## src/include/vapgo_pkg.sv

```systemverilog
// register map, field layout and reset values of the video pll/gain/offset register bank
`default_nettype none
package vapgo_pkg;

    // register bus widths
    localparam int ADDR_W = 8;
    localparam int DATA_W = 8;

    // register offsets
    localparam logic [7:0] ADDR_SILICON_REVISION = 8'h00;
    localparam logic [7:0] ADDR_PLL_RATIO_HIGH = 8'h01;
    localparam logic [7:0] ADDR_PLL_RATIO_LOW = 8'h02;
    localparam logic [7:0] ADDR_CLOCK_GENERATOR_CONTROL = 8'h03;
    localparam logic [7:0] ADDR_SAMPLING_PHASE = 8'h04;
    localparam logic [7:0] ADDR_GAIN_HIGH_BASE = 8'h05;
    localparam logic [7:0] ADDR_OFFSET_HIGH_BASE = 8'h0b;
    localparam logic [7:0] ADDR_CHANNEL_STRIDE = 8'h02;
    localparam logic [7:0] ADDR_LOW_STEP = 8'h01;

    // channels, in address order: red, green, blue
    localparam int NUM_CHANNELS = 3;

    // field widths
    localparam int RATIO_W = 12;
    localparam int RATIO_LOW_W = 4;
    localparam int RANGE_W = 2;
    localparam int PUMP_W = 3;
    localparam int PHASE_W = 5;
    localparam int GAIN_W = 9;
    localparam int GAIN_HIGH_W = 7;
    localparam int GAIN_LOW_W = 2;
    localparam int OFFSET_W = 11;
    localparam int OFFSET_HIGH_W = 8;
    localparam int OFFSET_LOW_W = 3;
    localparam int OFFSET_MANUAL_W = 9;
    localparam int PUMP_UA_W = 11;
    localparam int PHASE_CDEG_W = 16;

    // field positions
    localparam int RATIO_LOW_LSB = 4;
    localparam int RANGE_LSB = 6;
    localparam int PUMP_LSB = 3;
    localparam int EXT_CLOCK_BIT = 2;
    localparam int PHASE_LSB = 3;
    localparam int GAIN_LOW_LSB = 6;
    localparam int OFFSET_LOW_LSB = 5;

    // reset values
    localparam logic [11:0] RATIO_RESET = 12'd1693;
    localparam logic [7:0] RATIO_HIGH_RESET = 8'h69;
    localparam logic [3:0] RATIO_LOW_RESET = 4'hd;
    localparam logic [1:0] RANGE_RESET = 2'h1;
    localparam logic [2:0] PUMP_RESET = 3'h1;
    localparam logic EXT_CLOCK_RESET = 1'b0;
    localparam logic [4:0] PHASE_RESET = 5'h10;
    localparam logic [6:0] GAIN_HIGH_RESET = 7'h40;
    localparam logic [1:0] GAIN_LOW_RESET = 2'h0;
    localparam logic [7:0] OFFSET_HIGH_RESET = 8'h00;
    localparam logic [2:0] OFFSET_LOW_RESET = 3'h0;

    // phase step in hundredths of a degree (11.25 degrees)
    localparam logic [15:0] PHASE_STEP_CDEG = 16'd1125;

    // charge pump current per code, microamps
    localparam logic [10:0] PUMP_UA_0 = 11'd50;
    localparam logic [10:0] PUMP_UA_1 = 11'd100;
    localparam logic [10:0] PUMP_UA_2 = 11'd150;
    localparam logic [10:0] PUMP_UA_3 = 11'd250;
    localparam logic [10:0] PUMP_UA_4 = 11'd350;
    localparam logic [10:0] PUMP_UA_5 = 11'd500;
    localparam logic [10:0] PUMP_UA_6 = 11'd750;
    localparam logic [10:0] PUMP_UA_7 = 11'd1500;

    // clock generator range codes
    typedef enum logic [1:0] {
        VAPGO_RANGE_10_31 = 2'h0,
        VAPGO_RANGE_31_62 = 2'h1,
        VAPGO_RANGE_62_124 = 2'h2,
        VAPGO_RANGE_124_170 = 2'h3
    } vapgo_range_t;

    // read data of an unmapped address
    localparam logic [7:0] UNMAPPED_READ = 8'h00;

endpackage

`default_nettype wire

```

## src/rtl/vapgo_regs.sv

```systemverilog
// pll divider, clock generator, phase, gain and offset register bank
//
// Notes on behaviour
// - read-only silicon revision at address zero
// - 12-bit divide ratio from 0x01 and 0x02[7:4]
// - divide ratio resets to 1693, high 0x69
// - ratio applied only when low register written
// - 0x03[7:6] selects clock generator range, reset 01
// - post-divider follows the range code automatically
// - 0x03[5:3] charge pump current code, reset 001
// - 0x03[2] picks external clock, reset 0
// - external clock ignores ratio, keeps phase
// - 0x04[7:3] phase, 32 steps, reset 16
// - 9-bit gain per channel, 511 full range
// - gain high staged until low register written
// - gain high resets 1000000, low 00
// - manual offset is nine bits, -256 to +255
// - auto offset is 11-bit signed clamp target
// - offset step of one moves output one code
// - offset high bytes applied on low write
`timescale 1ns/1ps
`default_nettype none

module vapgo_regs #(
    parameter logic [7:0] SILICON_REVISION = 8'h5a // arbitrary value
) (
    // clock and reset
    input wire logic CLOCK_I,
    input wire logic RST_I,
    // register access from the serial port engine
    input wire logic [vapgo_pkg::ADDR_W-1:0] REG_ADDR_I,
    input wire logic REG_WR_I,
    input wire logic [vapgo_pkg::DATA_W-1:0] REG_WDATA_I,
    input wire logic REG_RD_I,
    output logic [vapgo_pkg::DATA_W-1:0] REG_RDATA_O,
    output logic REG_RVALID_O,
    // offset mode from the auto-offset enable bit
    input wire logic AUTO_OFFSET_EN_I,
    // clock generator controls
    output logic [vapgo_pkg::RATIO_W-1:0] LINE_DIVIDE_RATIO_O,
    output logic LINE_DIVIDE_RATIO_USED_O,
    output logic [vapgo_pkg::RANGE_W-1:0] VCO_RANGE_O,
    output logic [vapgo_pkg::RANGE_W-1:0] POST_DIVIDE_SHIFT_O,
    output logic [vapgo_pkg::PUMP_W-1:0] PUMP_CURRENT_CODE_O,
    output logic [vapgo_pkg::PUMP_UA_W-1:0] PUMP_CURRENT_UA_O,
    output logic EXTERNAL_PIXEL_CLOCK_SEL_O,
    // sampling phase
    output logic [vapgo_pkg::PHASE_W-1:0] SAMPLE_PHASE_O,
    output logic [vapgo_pkg::PHASE_CDEG_W-1:0] SAMPLE_PHASE_CDEG_O,
    // channel gains
    output logic [vapgo_pkg::GAIN_W-1:0] RED_GAIN_O,
    output logic [vapgo_pkg::GAIN_W-1:0] GREEN_GAIN_O,
    output logic [vapgo_pkg::GAIN_W-1:0] BLUE_GAIN_O,
    // channel offsets, signed, mode resolved
    output logic AUTO_OFFSET_MODE_O,
    output logic [vapgo_pkg::OFFSET_W-1:0] RED_OFFSET_O,
    output logic [vapgo_pkg::OFFSET_W-1:0] GREEN_OFFSET_O,
    output logic [vapgo_pkg::OFFSET_W-1:0] BLUE_OFFSET_O
);
    import vapgo_pkg::*;

    // address of a channel register
    function automatic logic [7:0] chan_addr(input logic [7:0] base, input int ch,
                                             input logic low);
        logic [7:0] a;
        a = base + 8'(ch) * ADDR_CHANNEL_STRIDE;
        chan_addr = low ? a + ADDR_LOW_STEP : a;
    endfunction

    // charge pump current lookup
    function automatic logic [10:0] pump_ua(input logic [2:0] code);
        logic [10:0] ua;
        ua = PUMP_UA_0;
        unique case (code)
            3'h0: ua = PUMP_UA_0;
            3'h1: ua = PUMP_UA_1;
            3'h2: ua = PUMP_UA_2;
            3'h3: ua = PUMP_UA_3;
            3'h4: ua = PUMP_UA_4;
            3'h5: ua = PUMP_UA_5;
            3'h6: ua = PUMP_UA_6;
            3'h7: ua = PUMP_UA_7;
        endcase
        pump_ua = ua;
    endfunction

    // offset value as seen by the channel, sign extended to 11 bits
    function automatic logic [10:0] offset_resolve(input logic [10:0] raw, input logic auto_en);
        logic [8:0] manual;
        manual = raw[OFFSET_W-2 -: OFFSET_MANUAL_W];
        if (auto_en) begin
            offset_resolve = raw;
        end else begin
            offset_resolve = {{(OFFSET_W-OFFSET_MANUAL_W){manual[8]}}, manual};
        end
    endfunction

    logic wr_ratio_high;
    logic wr_ratio_low;
    logic wr_clk_ctl;
    logic wr_phase;

    logic [7:0] ratio_high_r;
    logic [3:0] ratio_low_r;
    logic [11:0] ratio_active_r;
    logic [1:0] range_r;
    logic [2:0] pump_r;
    logic ext_clock_r;
    logic [4:0] phase_r;

    logic [6:0] gain_high_r [NUM_CHANNELS];
    logic [1:0] gain_low_r [NUM_CHANNELS];
    logic [8:0] gain_active_r [NUM_CHANNELS];
    logic [7:0] offset_high_r [NUM_CHANNELS];
    logic [2:0] offset_low_r [NUM_CHANNELS];
    logic [10:0] offset_raw_r [NUM_CHANNELS];
    logic [10:0] offset_out_r [NUM_CHANNELS];

    logic [7:0] rdata_nxt;
    logic [7:0] chan_rdata [NUM_CHANNELS];
    logic [NUM_CHANNELS-1:0] chan_hit;

    assign wr_ratio_high = REG_WR_I && (REG_ADDR_I == ADDR_PLL_RATIO_HIGH);
    assign wr_ratio_low = REG_WR_I && (REG_ADDR_I == ADDR_PLL_RATIO_LOW);
    assign wr_clk_ctl = REG_WR_I && (REG_ADDR_I == ADDR_CLOCK_GENERATOR_CONTROL);
    assign wr_phase = REG_WR_I && (REG_ADDR_I == ADDR_SAMPLING_PHASE);

    // divide ratio: high byte staged, whole ratio taken on low write
    always_ff @(posedge CLOCK_I or posedge RST_I) begin
        if (RST_I) begin
            ratio_high_r <= RATIO_HIGH_RESET;
            ratio_low_r <= RATIO_LOW_RESET;
            ratio_active_r <= RATIO_RESET;
        end else begin
            if (wr_ratio_high) begin
                ratio_high_r <= REG_WDATA_I;
            end
            if (wr_ratio_low) begin
                ratio_low_r <= REG_WDATA_I[RATIO_LOW_LSB +: RATIO_LOW_W];
                ratio_active_r <= {ratio_high_r, REG_WDATA_I[RATIO_LOW_LSB +: RATIO_LOW_W]};
            end
        end
    end

    // clock generator control and phase
    always_ff @(posedge CLOCK_I or posedge RST_I) begin
        if (RST_I) begin
            range_r <= RANGE_RESET;
            pump_r <= PUMP_RESET;
            ext_clock_r <= EXT_CLOCK_RESET;
            phase_r <= PHASE_RESET;
        end else begin
            if (wr_clk_ctl) begin
                range_r <= REG_WDATA_I[RANGE_LSB +: RANGE_W];
                pump_r <= REG_WDATA_I[PUMP_LSB +: PUMP_W];
                ext_clock_r <= REG_WDATA_I[EXT_CLOCK_BIT];
            end
            if (wr_phase) begin
                phase_r <= REG_WDATA_I[PHASE_LSB +: PHASE_W];
            end
        end
    end

    // per channel gain and offset pairs
    for (genvar ch = 0; ch < NUM_CHANNELS; ch++) begin : g_chan
        logic wr_gain_high;
        logic wr_gain_low;
        logic wr_off_high;
        logic wr_off_low;
        logic [7:0] a_gh;
        logic [7:0] a_gl;
        logic [7:0] a_oh;
        logic [7:0] a_ol;

        assign a_gh = chan_addr(ADDR_GAIN_HIGH_BASE, ch, 1'b0);
        assign a_gl = chan_addr(ADDR_GAIN_HIGH_BASE, ch, 1'b1);
        assign a_oh = chan_addr(ADDR_OFFSET_HIGH_BASE, ch, 1'b0);
        assign a_ol = chan_addr(ADDR_OFFSET_HIGH_BASE, ch, 1'b1);
        assign wr_gain_high = REG_WR_I && (REG_ADDR_I == a_gh);
        assign wr_gain_low = REG_WR_I && (REG_ADDR_I == a_gl);
        assign wr_off_high = REG_WR_I && (REG_ADDR_I == a_oh);
        assign wr_off_low = REG_WR_I && (REG_ADDR_I == a_ol);

        always_ff @(posedge CLOCK_I or posedge RST_I) begin
            if (RST_I) begin
                gain_high_r[ch] <= GAIN_HIGH_RESET;
                gain_low_r[ch] <= GAIN_LOW_RESET;
                gain_active_r[ch] <= {GAIN_HIGH_RESET, GAIN_LOW_RESET};
            end else begin
                if (wr_gain_high) begin
                    gain_high_r[ch] <= REG_WDATA_I[GAIN_HIGH_W-1:0];
                end
                if (wr_gain_low) begin
                    gain_low_r[ch] <= REG_WDATA_I[GAIN_LOW_LSB +: GAIN_LOW_W];
                    gain_active_r[ch] <= {gain_high_r[ch],
                                          REG_WDATA_I[GAIN_LOW_LSB +: GAIN_LOW_W]};
                end
            end
        end

        always_ff @(posedge CLOCK_I or posedge RST_I) begin
            if (RST_I) begin
                offset_high_r[ch] <= OFFSET_HIGH_RESET;
                offset_low_r[ch] <= OFFSET_LOW_RESET;
                offset_raw_r[ch] <= {OFFSET_HIGH_RESET, OFFSET_LOW_RESET};
            end else begin
                if (wr_off_high) begin
                    offset_high_r[ch] <= REG_WDATA_I;
                end
                if (wr_off_low) begin
                    offset_low_r[ch] <= REG_WDATA_I[OFFSET_LOW_LSB +: OFFSET_LOW_W];
                    offset_raw_r[ch] <= {offset_high_r[ch],
                                         REG_WDATA_I[OFFSET_LOW_LSB +: OFFSET_LOW_W]};
                end
            end
        end

        // two's complement keeps each step of one a step of one code
        always_ff @(posedge CLOCK_I or posedge RST_I) begin
            if (RST_I) begin
                offset_out_r[ch] <= '0;
            end else begin
                offset_out_r[ch] <= offset_resolve(offset_raw_r[ch], AUTO_OFFSET_EN_I);
            end
        end

        // readback of this channel's four registers
        always_comb begin
            chan_hit[ch] = 1'b1;
            chan_rdata[ch] = UNMAPPED_READ;
            if (REG_ADDR_I == a_gh) begin
                chan_rdata[ch] = {1'b0, gain_high_r[ch]};
            end else if (REG_ADDR_I == a_gl) begin
                chan_rdata[ch] = {gain_low_r[ch], 6'h00};
            end else if (REG_ADDR_I == a_oh) begin
                chan_rdata[ch] = offset_high_r[ch];
            end else if (REG_ADDR_I == a_ol) begin
                chan_rdata[ch] = {offset_low_r[ch], 5'h00};
            end else begin
                chan_hit[ch] = 1'b0;
            end
        end
    end

    // read multiplexer, reserved bits read zero
    always_comb begin
        rdata_nxt = UNMAPPED_READ;
        unique case (REG_ADDR_I)
            ADDR_SILICON_REVISION: rdata_nxt = SILICON_REVISION;
            ADDR_PLL_RATIO_HIGH: rdata_nxt = ratio_high_r;
            ADDR_PLL_RATIO_LOW: rdata_nxt = {ratio_low_r, 4'h0};
            ADDR_CLOCK_GENERATOR_CONTROL: rdata_nxt = {range_r, pump_r, ext_clock_r, 2'b00};
            ADDR_SAMPLING_PHASE: rdata_nxt = {phase_r, 3'b000};
            default: begin
                for (int i = 0; i < NUM_CHANNELS; i++) begin
                    if (chan_hit[i]) begin
                        rdata_nxt = chan_rdata[i];
                    end
                end
            end
        endcase
    end

    // read answer, one cycle after the strobe
    always_ff @(posedge CLOCK_I or posedge RST_I) begin
        if (RST_I) begin
            REG_RDATA_O <= UNMAPPED_READ;
            REG_RVALID_O <= 1'b0;
        end else begin
            REG_RVALID_O <= REG_RD_I;
            if (REG_RD_I) begin
                REG_RDATA_O <= rdata_nxt;
            end
        end
    end

    // registered control outputs
    always_ff @(posedge CLOCK_I or posedge RST_I) begin
        if (RST_I) begin
            LINE_DIVIDE_RATIO_O <= RATIO_RESET;
            LINE_DIVIDE_RATIO_USED_O <= ~EXT_CLOCK_RESET;
            VCO_RANGE_O <= RANGE_RESET;
            POST_DIVIDE_SHIFT_O <= ~RANGE_RESET;
            PUMP_CURRENT_CODE_O <= PUMP_RESET;
            PUMP_CURRENT_UA_O <= PUMP_UA_1;
            EXTERNAL_PIXEL_CLOCK_SEL_O <= EXT_CLOCK_RESET;
            SAMPLE_PHASE_O <= PHASE_RESET;
            SAMPLE_PHASE_CDEG_O <= 16'(PHASE_RESET * PHASE_STEP_CDEG);
            AUTO_OFFSET_MODE_O <= 1'b0;
        end else begin
            LINE_DIVIDE_RATIO_O <= ratio_active_r;
            LINE_DIVIDE_RATIO_USED_O <= ~ext_clock_r;
            VCO_RANGE_O <= range_r;
            POST_DIVIDE_SHIFT_O <= ~range_r;
            PUMP_CURRENT_CODE_O <= pump_r;
            PUMP_CURRENT_UA_O <= pump_ua(pump_r);
            EXTERNAL_PIXEL_CLOCK_SEL_O <= ext_clock_r;
            SAMPLE_PHASE_O <= phase_r;
            SAMPLE_PHASE_CDEG_O <= 16'({11'h000, phase_r} * PHASE_STEP_CDEG);
            AUTO_OFFSET_MODE_O <= AUTO_OFFSET_EN_I;
        end
    end

    assign RED_GAIN_O = gain_active_r[0];
    assign GREEN_GAIN_O = gain_active_r[1];
    assign BLUE_GAIN_O = gain_active_r[2];
    assign RED_OFFSET_O = offset_out_r[0];
    assign GREEN_OFFSET_O = offset_out_r[1];
    assign BLUE_OFFSET_O = offset_out_r[2];

endmodule

`default_nettype wire

```

## config.mk

```make
export PLATFORM = sky130hd
export DESIGN_NAME = vapgo_regs
export DESIGN_NICKNAME = d
export VERILOG_FILES = /design/src/include/vapgo_pkg.sv /design/src/rtl/vapgo_regs.sv
export SDC_FILE = /design/constraint.sdc
export NUM_CORES = 1
export LEC_CHECK = 0
export BUFFER_PORTS_ARGS = -buffer_cell sky130_fd_sc_hd__buf_4
export CORE_MARGIN = 1
export CORE_UTILIZATION = 44
export CTS_CLUSTER_SIZE = 40
export DETAILED_ROUTE_END_ITERATION = 10
export GPL_ROUTABILITY_DRIVEN = 0
export GPL_TIMING_DRIVEN = 0
export SYNTH_ARGS = -nofsm -noshare
export SYNTH_HDL_FRONTEND = slang
export SYNTH_SLANG_ARGS = --single-unit
```

## constraint.sdc

```tcl
create_clock -name CLOCK_I -period 16.1 [get_ports CLOCK_I]
set_input_delay 2.415 -clock CLOCK_I [delete_from_list [all_inputs] [get_ports CLOCK_I]]
set_output_delay 2.415 -clock CLOCK_I [all_outputs]
set_load 0.05 [all_outputs]
```

==> flow_summary.yaml, run 1 <==
clocking:
  cts.repair_timing.setup_buffer_count: 0
  number_of_clock_sinks: 229
  ctsResizeCount: 0
  ctsRootBufferMaster: "clkbuf_16"
  numCtsBuffers: 25
  h-tree-depth: 1
  clk_path_buf_depth: 3
  cts_tree: "built"
  clk_latency_ns: 0.51
  cts.reportedPaths.clkPinSlew_ns: 0.06
  cts_hold_repair.buffers: 0
synthesis:
  synth.mux.area_fraction_pct: 19.5
  ys_seq_area_share_pct: 58.0
  synth_seq_cells: 229
  synth-adder-area-share_pct: 4.04
  synth_commonest_cells: "dfrtp_1 (189), mux2_2 (161), nand2_1 (42)"
  synth_warn: 0
  post_synth_inst_count: 750
  post_synth_instance_area_um2: 9960
  synth_edf_count: 0
  synth_top_area_share_pct: 47.5
  synth-xor-area-share_pct: 0.791
  syn-num-nets: 802
  ys.flop_type: "dfrtp_1"
  yosysMostFrequentCell: "dfrtp_1"
  main_combinational_cell_family_by_area_after_synthesis: "multiplexers"
  synthTopCellsByArea: "dfrtp_1 (47%), mux2_2 (18%), dfstp_2 (11%)"
  avgSynthCellArea_um2: 13.3
  synth_compound_gate_area_share_pct: 6.43
  netlist-cell-type-count: 69
  synthArstFlopShare_pct: 100
  synth_largest_area_cell: "dfrtp_1"
  synth_simple_gate_area_share_pct: 8.48
critical_path:
  critical_path.top_delay_family: "simple AND/OR/NAND/NOR gates"
  timing.critical_path.to_type: "register"
  critical_path.startpoint: "REG_ADDR_I[2]"
  critical_path_class: "input pin to register"
  path_depth: 6
  critical_path.reg2reg.startpoint: "phase_r[3]"
  reg2regPathDepth: 12
  data_required_time_of_the_worst_path_ns: 16.49
  cp_slowest_cell: "nor2_2"
  critical_path_endpoint: "RED_GAIN_O[6]"
  timing.reg2reg.setup_slack_ns: 12.94
  slowest_delay_ns: 0.58
  critical_path.cell_chain: "buf_4, buf_2, nor2b_1, nand2_1, nor2_2, mux2_2"
  crit_reg_reg_endpoint: "SAMPLE_PHASE_CDEG_O[13]"
  critical_path.max_fanout: 10
  critical_path.n_buffers_inverters: 2
  cp.arrival_ns: 4.54
  setup.worst_path.start_class: "input pin"
layout:
  nets: 968
  finalInstanceArea_um2: 12300
  area_growth_syn_to_layout_pct: 23.1
  final_layout_size_suffix_gt1_share_pct: 45.2
  antenna_cells_inserted: 0
sta:
  fin_tns_setup_ns: 0
  finalCritPeriodShare_pct: 25.8
  final_hold_viol_count: 0
  timing.final.crit_period_ns: 4.15
  finalClockSkew_ns: 0.0103
  final-setup-viol-count: 0
  finalMaxSlewViolations: 0
  achievable_frequency_mhz: 241
  rsz0062_at_grt: "false"
  slew_headroom_pct: 38.6
  tightestPinTransition_ns: 0.920
drt:
  route.detailed.wl_per_inst_um: 20.6
  remaining_drc_errors: 12
  drt_total_wl_mm: 25.0
  drt_first_pass_iters: 8
  drt-vias-per-instance: 5.55
  num_vias: 6732
  final_antenna_net_count: 0
  initial_drc_count: 661
grt:
  groute.usage.overall_pct: 21.9
  grt_max_degree: 131
  global_route_wire_length_before_repair_mm: 39.7
  remaining_global_route_overflow: 0
  grt_antenna_before_repair: 0
  first_global_vias: 6826
worst_hold_path:
  hold_class: "register to register"
  hold_start: "ratio_active_r[10]"
floorplanning:
  dieWidth_um: 152
  rows: 54
  dieArea_um2: 23300
  ios: 144
  initial_core_util_pct: 45.2
  die-height_um: 152
  total_core_area_um2: 22000
run_status:
  violations: "DRC"
  run_status: "finished with violations"
placement:
  post_dp_cell_area_um2: 11400
  dp_hpwl_mm: 17.8
  io_buffer_count: 138
pwr:
  total_power_uw: 1340
  vdd_ir_max_v: 0.0000617
  leakage_uw: 0.00607
  powerDensity_nw_per_um2: 110
job:
  drv_cap: 0
==> registers in the layout, summed over array words and instances, names as in the netlist, 10 cells and up <==
name / cells
offset_raw_r: 27
RED_OFFSET_O: 11
GREEN_OFFSET_O: 11
PUMP_CURRENT_UA_O: 10
offset_high_r: 24
gain_high_r: 21
BLUE_OFFSET_O: 11
LINE_DIVIDE_RATIO_O: 12
SAMPLE_PHASE_CDEG_O: 16
==> power breakdown <==
| group | switching (µW) | internal (µW) | total (µW) |
|---|---|---|---|
| Combinational | 90.4 | 41.7 | 132 |
| Clock | 220 | 374 | 594 |
| Sequential | 17.2 | 600 | 617 |
==> how the worst min path moves through the flow <==
stage                     slack (ns)  depth (start not counted)                       to
after floorplan                 0.35                          0  LINE_DIVIDE_RATIO_O[11]
after global placement          0.36                          0   LINE_DIVIDE_RATIO_O[7]
after detailed placement        0.36                          0  LINE_DIVIDE_RATIO_O[10]
after CTS                       0.37                          0  LINE_DIVIDE_RATIO_O[10]
after global routing            0.37                          0  LINE_DIVIDE_RATIO_O[10]
final                           0.37                          0  LINE_DIVIDE_RATIO_O[10]
==> cells by family (layout without fill, tap and decap cells) <==
| kind of cell | count (synthesis) | in the layout |
|---|---|---|
| other | 1 | 1 |
| DFF | 229 | 229 |
| adders and majority gates | 31 | 31 |
| buffers and inverters | 61 | 245 |
| muxes | 174 | 174 |
| xor gates and xnor gates | 9 | 9 |
| and+or+nand+nor | 153 | 153 |
| AOI/OAI and AO/OA | 92 | 92 |
==> per-stage QoR <==
stage,util (%),hold slack (ns),worst slack (ns),std cells
global route,55.7,0.372,11.86,1214
global placement,51.5,0.357,5.45,1168
CTS,55.7,0.366,12.04,1214
floorplan,-,0.349,7.47,750
detailed placement,51.7,0.357,11.52,1169
finish,55.7,0.367,11.95,1214
==> cells in the final DEF (no fill, tap or decap), types with 14 or more instances in the layout <==
master and count:
dfrtp_1 189, clkbuf_16 25, clkbuf_1 22, nor2_1 14, ha_1 29, dfstp_2 40, o21ai_0 19, nor2b_1 16
nand3_1 17, buf_4 143, a21oi_1 18, inv_1 20, mux2_2 161, nand2_1 42
==> routing by layer <==
layer | track usage, % | share of wire [%] | up-vias | routed length (µm)
met4 | 4.62 | 1.6 | 0 | 396
met2 | 33.3 | 45 | 277 | 11300
met1 | 33.2 | 47 | 3400 | 11700
li1 | - | - | 3020 | -
met3 | 3.33 | 6.6 | 35 | 1660
met5 | 0 | 0 | - | 0
==> area by class of cell <==
class | instances | area, µm²
clock inverters | 6 | 108
plain buffers | 40 | 191
repair buffers | 139 | 1060
inverters | 21 | 86.3
fillers | 1850 | 9760
flip-flops and latches | 229 | 5780
well taps | 280 | 350
multi-input cells | 460 | 3910
clock buffers | 39 | 768
Power figures use the tool's default switching activity.
==> run 2, diff against run 1 <==
--- a/config.mk
+++ b/config.mk
@@ -12,6 +12,7 @@
 export DETAILED_ROUTE_END_ITERATION = 10
 export GPL_ROUTABILITY_DRIVEN = 0
 export GPL_TIMING_DRIVEN = 0
+export PLACE_DENSITY = 0.66
 export SYNTH_ARGS = -nofsm -noshare
 export SYNTH_HDL_FRONTEND = slang
 export SYNTH_SLANG_ARGS = --single-unit
==> constraint.sdc (replaced) <==
create_clock -name CLOCK_I -period 3.3 [get_ports CLOCK_I]
set_input_delay 0.495 -clock CLOCK_I [delete_from_list [all_inputs] [get_ports CLOCK_I]]
set_output_delay 0.495 -clock CLOCK_I [all_outputs]
set_load 0.05 [all_outputs]
==> run 2 against run 1 <==
Compared with the run above: the run still ends with DRC left; total power grew to 4.7 times the previous value; final cell count grew 0.25%; worst hold slack lost 0.26 ns; non-clock buffer count grew 4; sequential share of layout area is essentially flat; sequential cell count is the same; wire length shrank 3.3%; global-route usage shrank 0.88 points; worst setup slack lost 12 ns; register-to-register slack lost 13 ns; design area is essentially flat; highest routed layer unchanged.
==> flow_summary.yaml, run 2 (synthesis gave the netlist of run 1 again) <==
floorplanning:
  dieWidth_um: 152
  dieArea_um2: 23300
  ios: 144
  total_core_area_um2: 22000
  die-height_um: 152
  rows: 54
  initial_core_util_pct: 45.2
placement:
  dp_hpwl_mm: 17.5
  io_buffer_count: 138
  post_dp_cell_area_um2: 11500
  detailedPlace.worstSlack_ns: 0.249
drt:
  num_vias: 6674
  routed.top_layer: "met4"
  wire_length_on_met1_mm: 11.3
  routed-wl-met3_mm: 1.63
  remaining_drc_errors: 8
  final_antenna_net_count: 0
  drt_total_wl_mm: 24.2
  drt_first_pass_iters: 11
  met2WireLength_mm: 10.7
  route.detailed.wl_per_inst_um: 19.9
  initial_drc_count: 449
  drt-vias-per-instance: 5.48
sta:
  finalClockSkew_ns: 0.0101
  tightestPinTransition_ns: 0.872
  fin_tns_setup_ns: 0
  final_hold_viol_count: 0
  final-setup-viol-count: 0
  slew_headroom_pct: 41.7
  whs_ns: 0.103
  timing.final.crit_period_ns: 3.07
  achievable_frequency_mhz: 325
  fin_ws_ns: 0.226
  finalCritPeriodShare_pct: 93.2
  rsz0062_at_grt: "false"
  finalMaxSlewViolations: 0
critical_path:
  critical_path.top_delay_family: "adder cells"
  critical_path_class: "register to register"
  data_required_time_of_the_worst_path_ns: 3.72
  critical_path.cell_chain: "inv_1, ha_1, inv_1, ha_1, inv_1, fa_1, inv_1, ha_1, nor2b_1, nand4_1, o22ai_1, nor2_1, xnor2_1"
  slowest_delay_ns: 0.66
  setup.worst_path.start_class: "register"
  cp_common_cell: "inv_1"
  critical_path.max_fanout: 14
  timing.critical_path.to_type: "register"
  cp.arrival_ns: 3.50
  cp_slowest_cell: "dfrtp_1"
  critical_path.n_buffers_inverters: 4
pwr:
  clock_network_fraction_of_design_power_pct: 42.4
  leakage_uw: 0.00607
  power.combinational.fraction_pct: 10.3
  internal_power_uw: 4760
  swShare_pct: 25.1
  vdd_ir_max_v: 0.000320
  power.share.sequential_pct: 47.3
  power.switching_uw: 1600
  powerDensity_nw_per_um2: 519
clocking:
  numCtsBuffers: 24
  cts_hold_repair.buffers: 0
  ctsResizeCount: 0
  cts.reportedPaths.clkPinSlew_ns: 0.06
  number_of_clock_sinks: 229
  clk_path_buf_depth: 3
  ctsRootBufferMaster: "clkbuf_16"
  clk_latency_ns: 0.52
  cts.repair_timing.setup_buffer_count: 0
  cts_tree: "built"
  h-tree-depth: 1
grt:
  remaining_global_route_overflow: 0
  grt_antenna_before_repair: 0
  grt_max_degree: 45
  first_global_vias: 6473
  groute.usage.overall_pct: 21.0
  global_route_wire_length_before_repair_mm: 37.8
layout:
  largestRegisters: "offset_raw_r (27), offset_high_r (24), gain_high_r (21)"
  final_layout_size_suffix_gt1_share_pct: 45.4
  layout_commonest_cell: "dfrtp_1"
  nets: 971
  area_growth_syn_to_layout_pct: 23.0
  max_flop_register: "offset_raw_r"
  layout.cells.most_common_list: "dfrtp_1 (189), mux2_2 (161), buf_4 (143)"
  finalInstanceArea_um2: 12300
  antenna_cells_inserted: 0
  finalCoreUtilization_pct: 55.7
  largest_register_ff_count: 27
worst_hold_path:
  hold_class: "input pin to register"
run_status:
  violations: "DRC"
  run_status: "finished with violations"
job:
  drv_cap: 0
run 2: cell types whose count changed in the layout (fill, tap and decap cells not counted):
cell,previous run,this run
buf_16,1,0
clkinv_4,0,1
buf_12,0,5
clkbuf_8,9,7
inv_8,1,0
bufinv_16,3,1
clkinv_2,2,5
run 2: metal layers:
| layer | up-vias | global-route usage (%) |
|---|---|---|
| met1 | 3345 | 31.1 |
| met3 | 45 | 3.16 |
| met5 | - | 0 |
| met2 | 265 | 32.2 |
| met4 | 0 | 6.06 |
| li1 | 3019 | - |
run 2: path summary, 6_finish.rpt:
kind                                    startpoint                      end  slack (ns)  depth (start not counted)
worst min register to register  ratio_active_r[10]  LINE_DIVIDE_RATIO_O[10]        0.37                          0
worst max-delay path                    phase_r[3]  SAMPLE_PHASE_CDEG_O[12]        0.23                         13
worst min-delay path              AUTO_OFFSET_EN_I       AUTO_OFFSET_MODE_O        0.10                          1
worst max register to register          phase_r[3]  SAMPLE_PHASE_CDEG_O[12]        0.23                         13
max in group asynchronous                    RST_I  SAMPLE_PHASE_CDEG_O[14]        1.86                          5
min in group asynchronous                    RST_I        BLUE_OFFSET_O[10]        0.16                          2
run 2: power groups by stage:
stage / sequential (µW) / clock [µW] / combinational, µW
after global placement: 3060 / 0 / 633
after detailed placement: 3050 / 0 / 653
after global routing: 3020 / 2880 / 697
final: 3010 / 2700 / 652
after floorplan: 3210 / 0 / 253
after CTS: 3010 / 2750 / 656
run 2: area by class of cell:
| type | instances | area [µm²] |
|---|---|---|
| fill | 1884 | 9770 |
| clock inverter | 7 | 63.8 |
| inverter | 21 | 82.6 |
| multi-input combinational | 460 | 3910 |
| buffer | 40 | 191 |
| tap | 280 | 350 |
| sequential | 229 | 5780 |
| clock buffer | 37 | 741 |
| timing repair buffer | 143 | 1140 |
run 2: through the flow:
step	total power, µW	instances
2_1_floorplan	3470	750
3_3_place_gp	3690	1168
3_5_place_dp	3710	1173
4_1_cts	6410	1217
5_1_grt	6600	1217
6_report	6360	1217
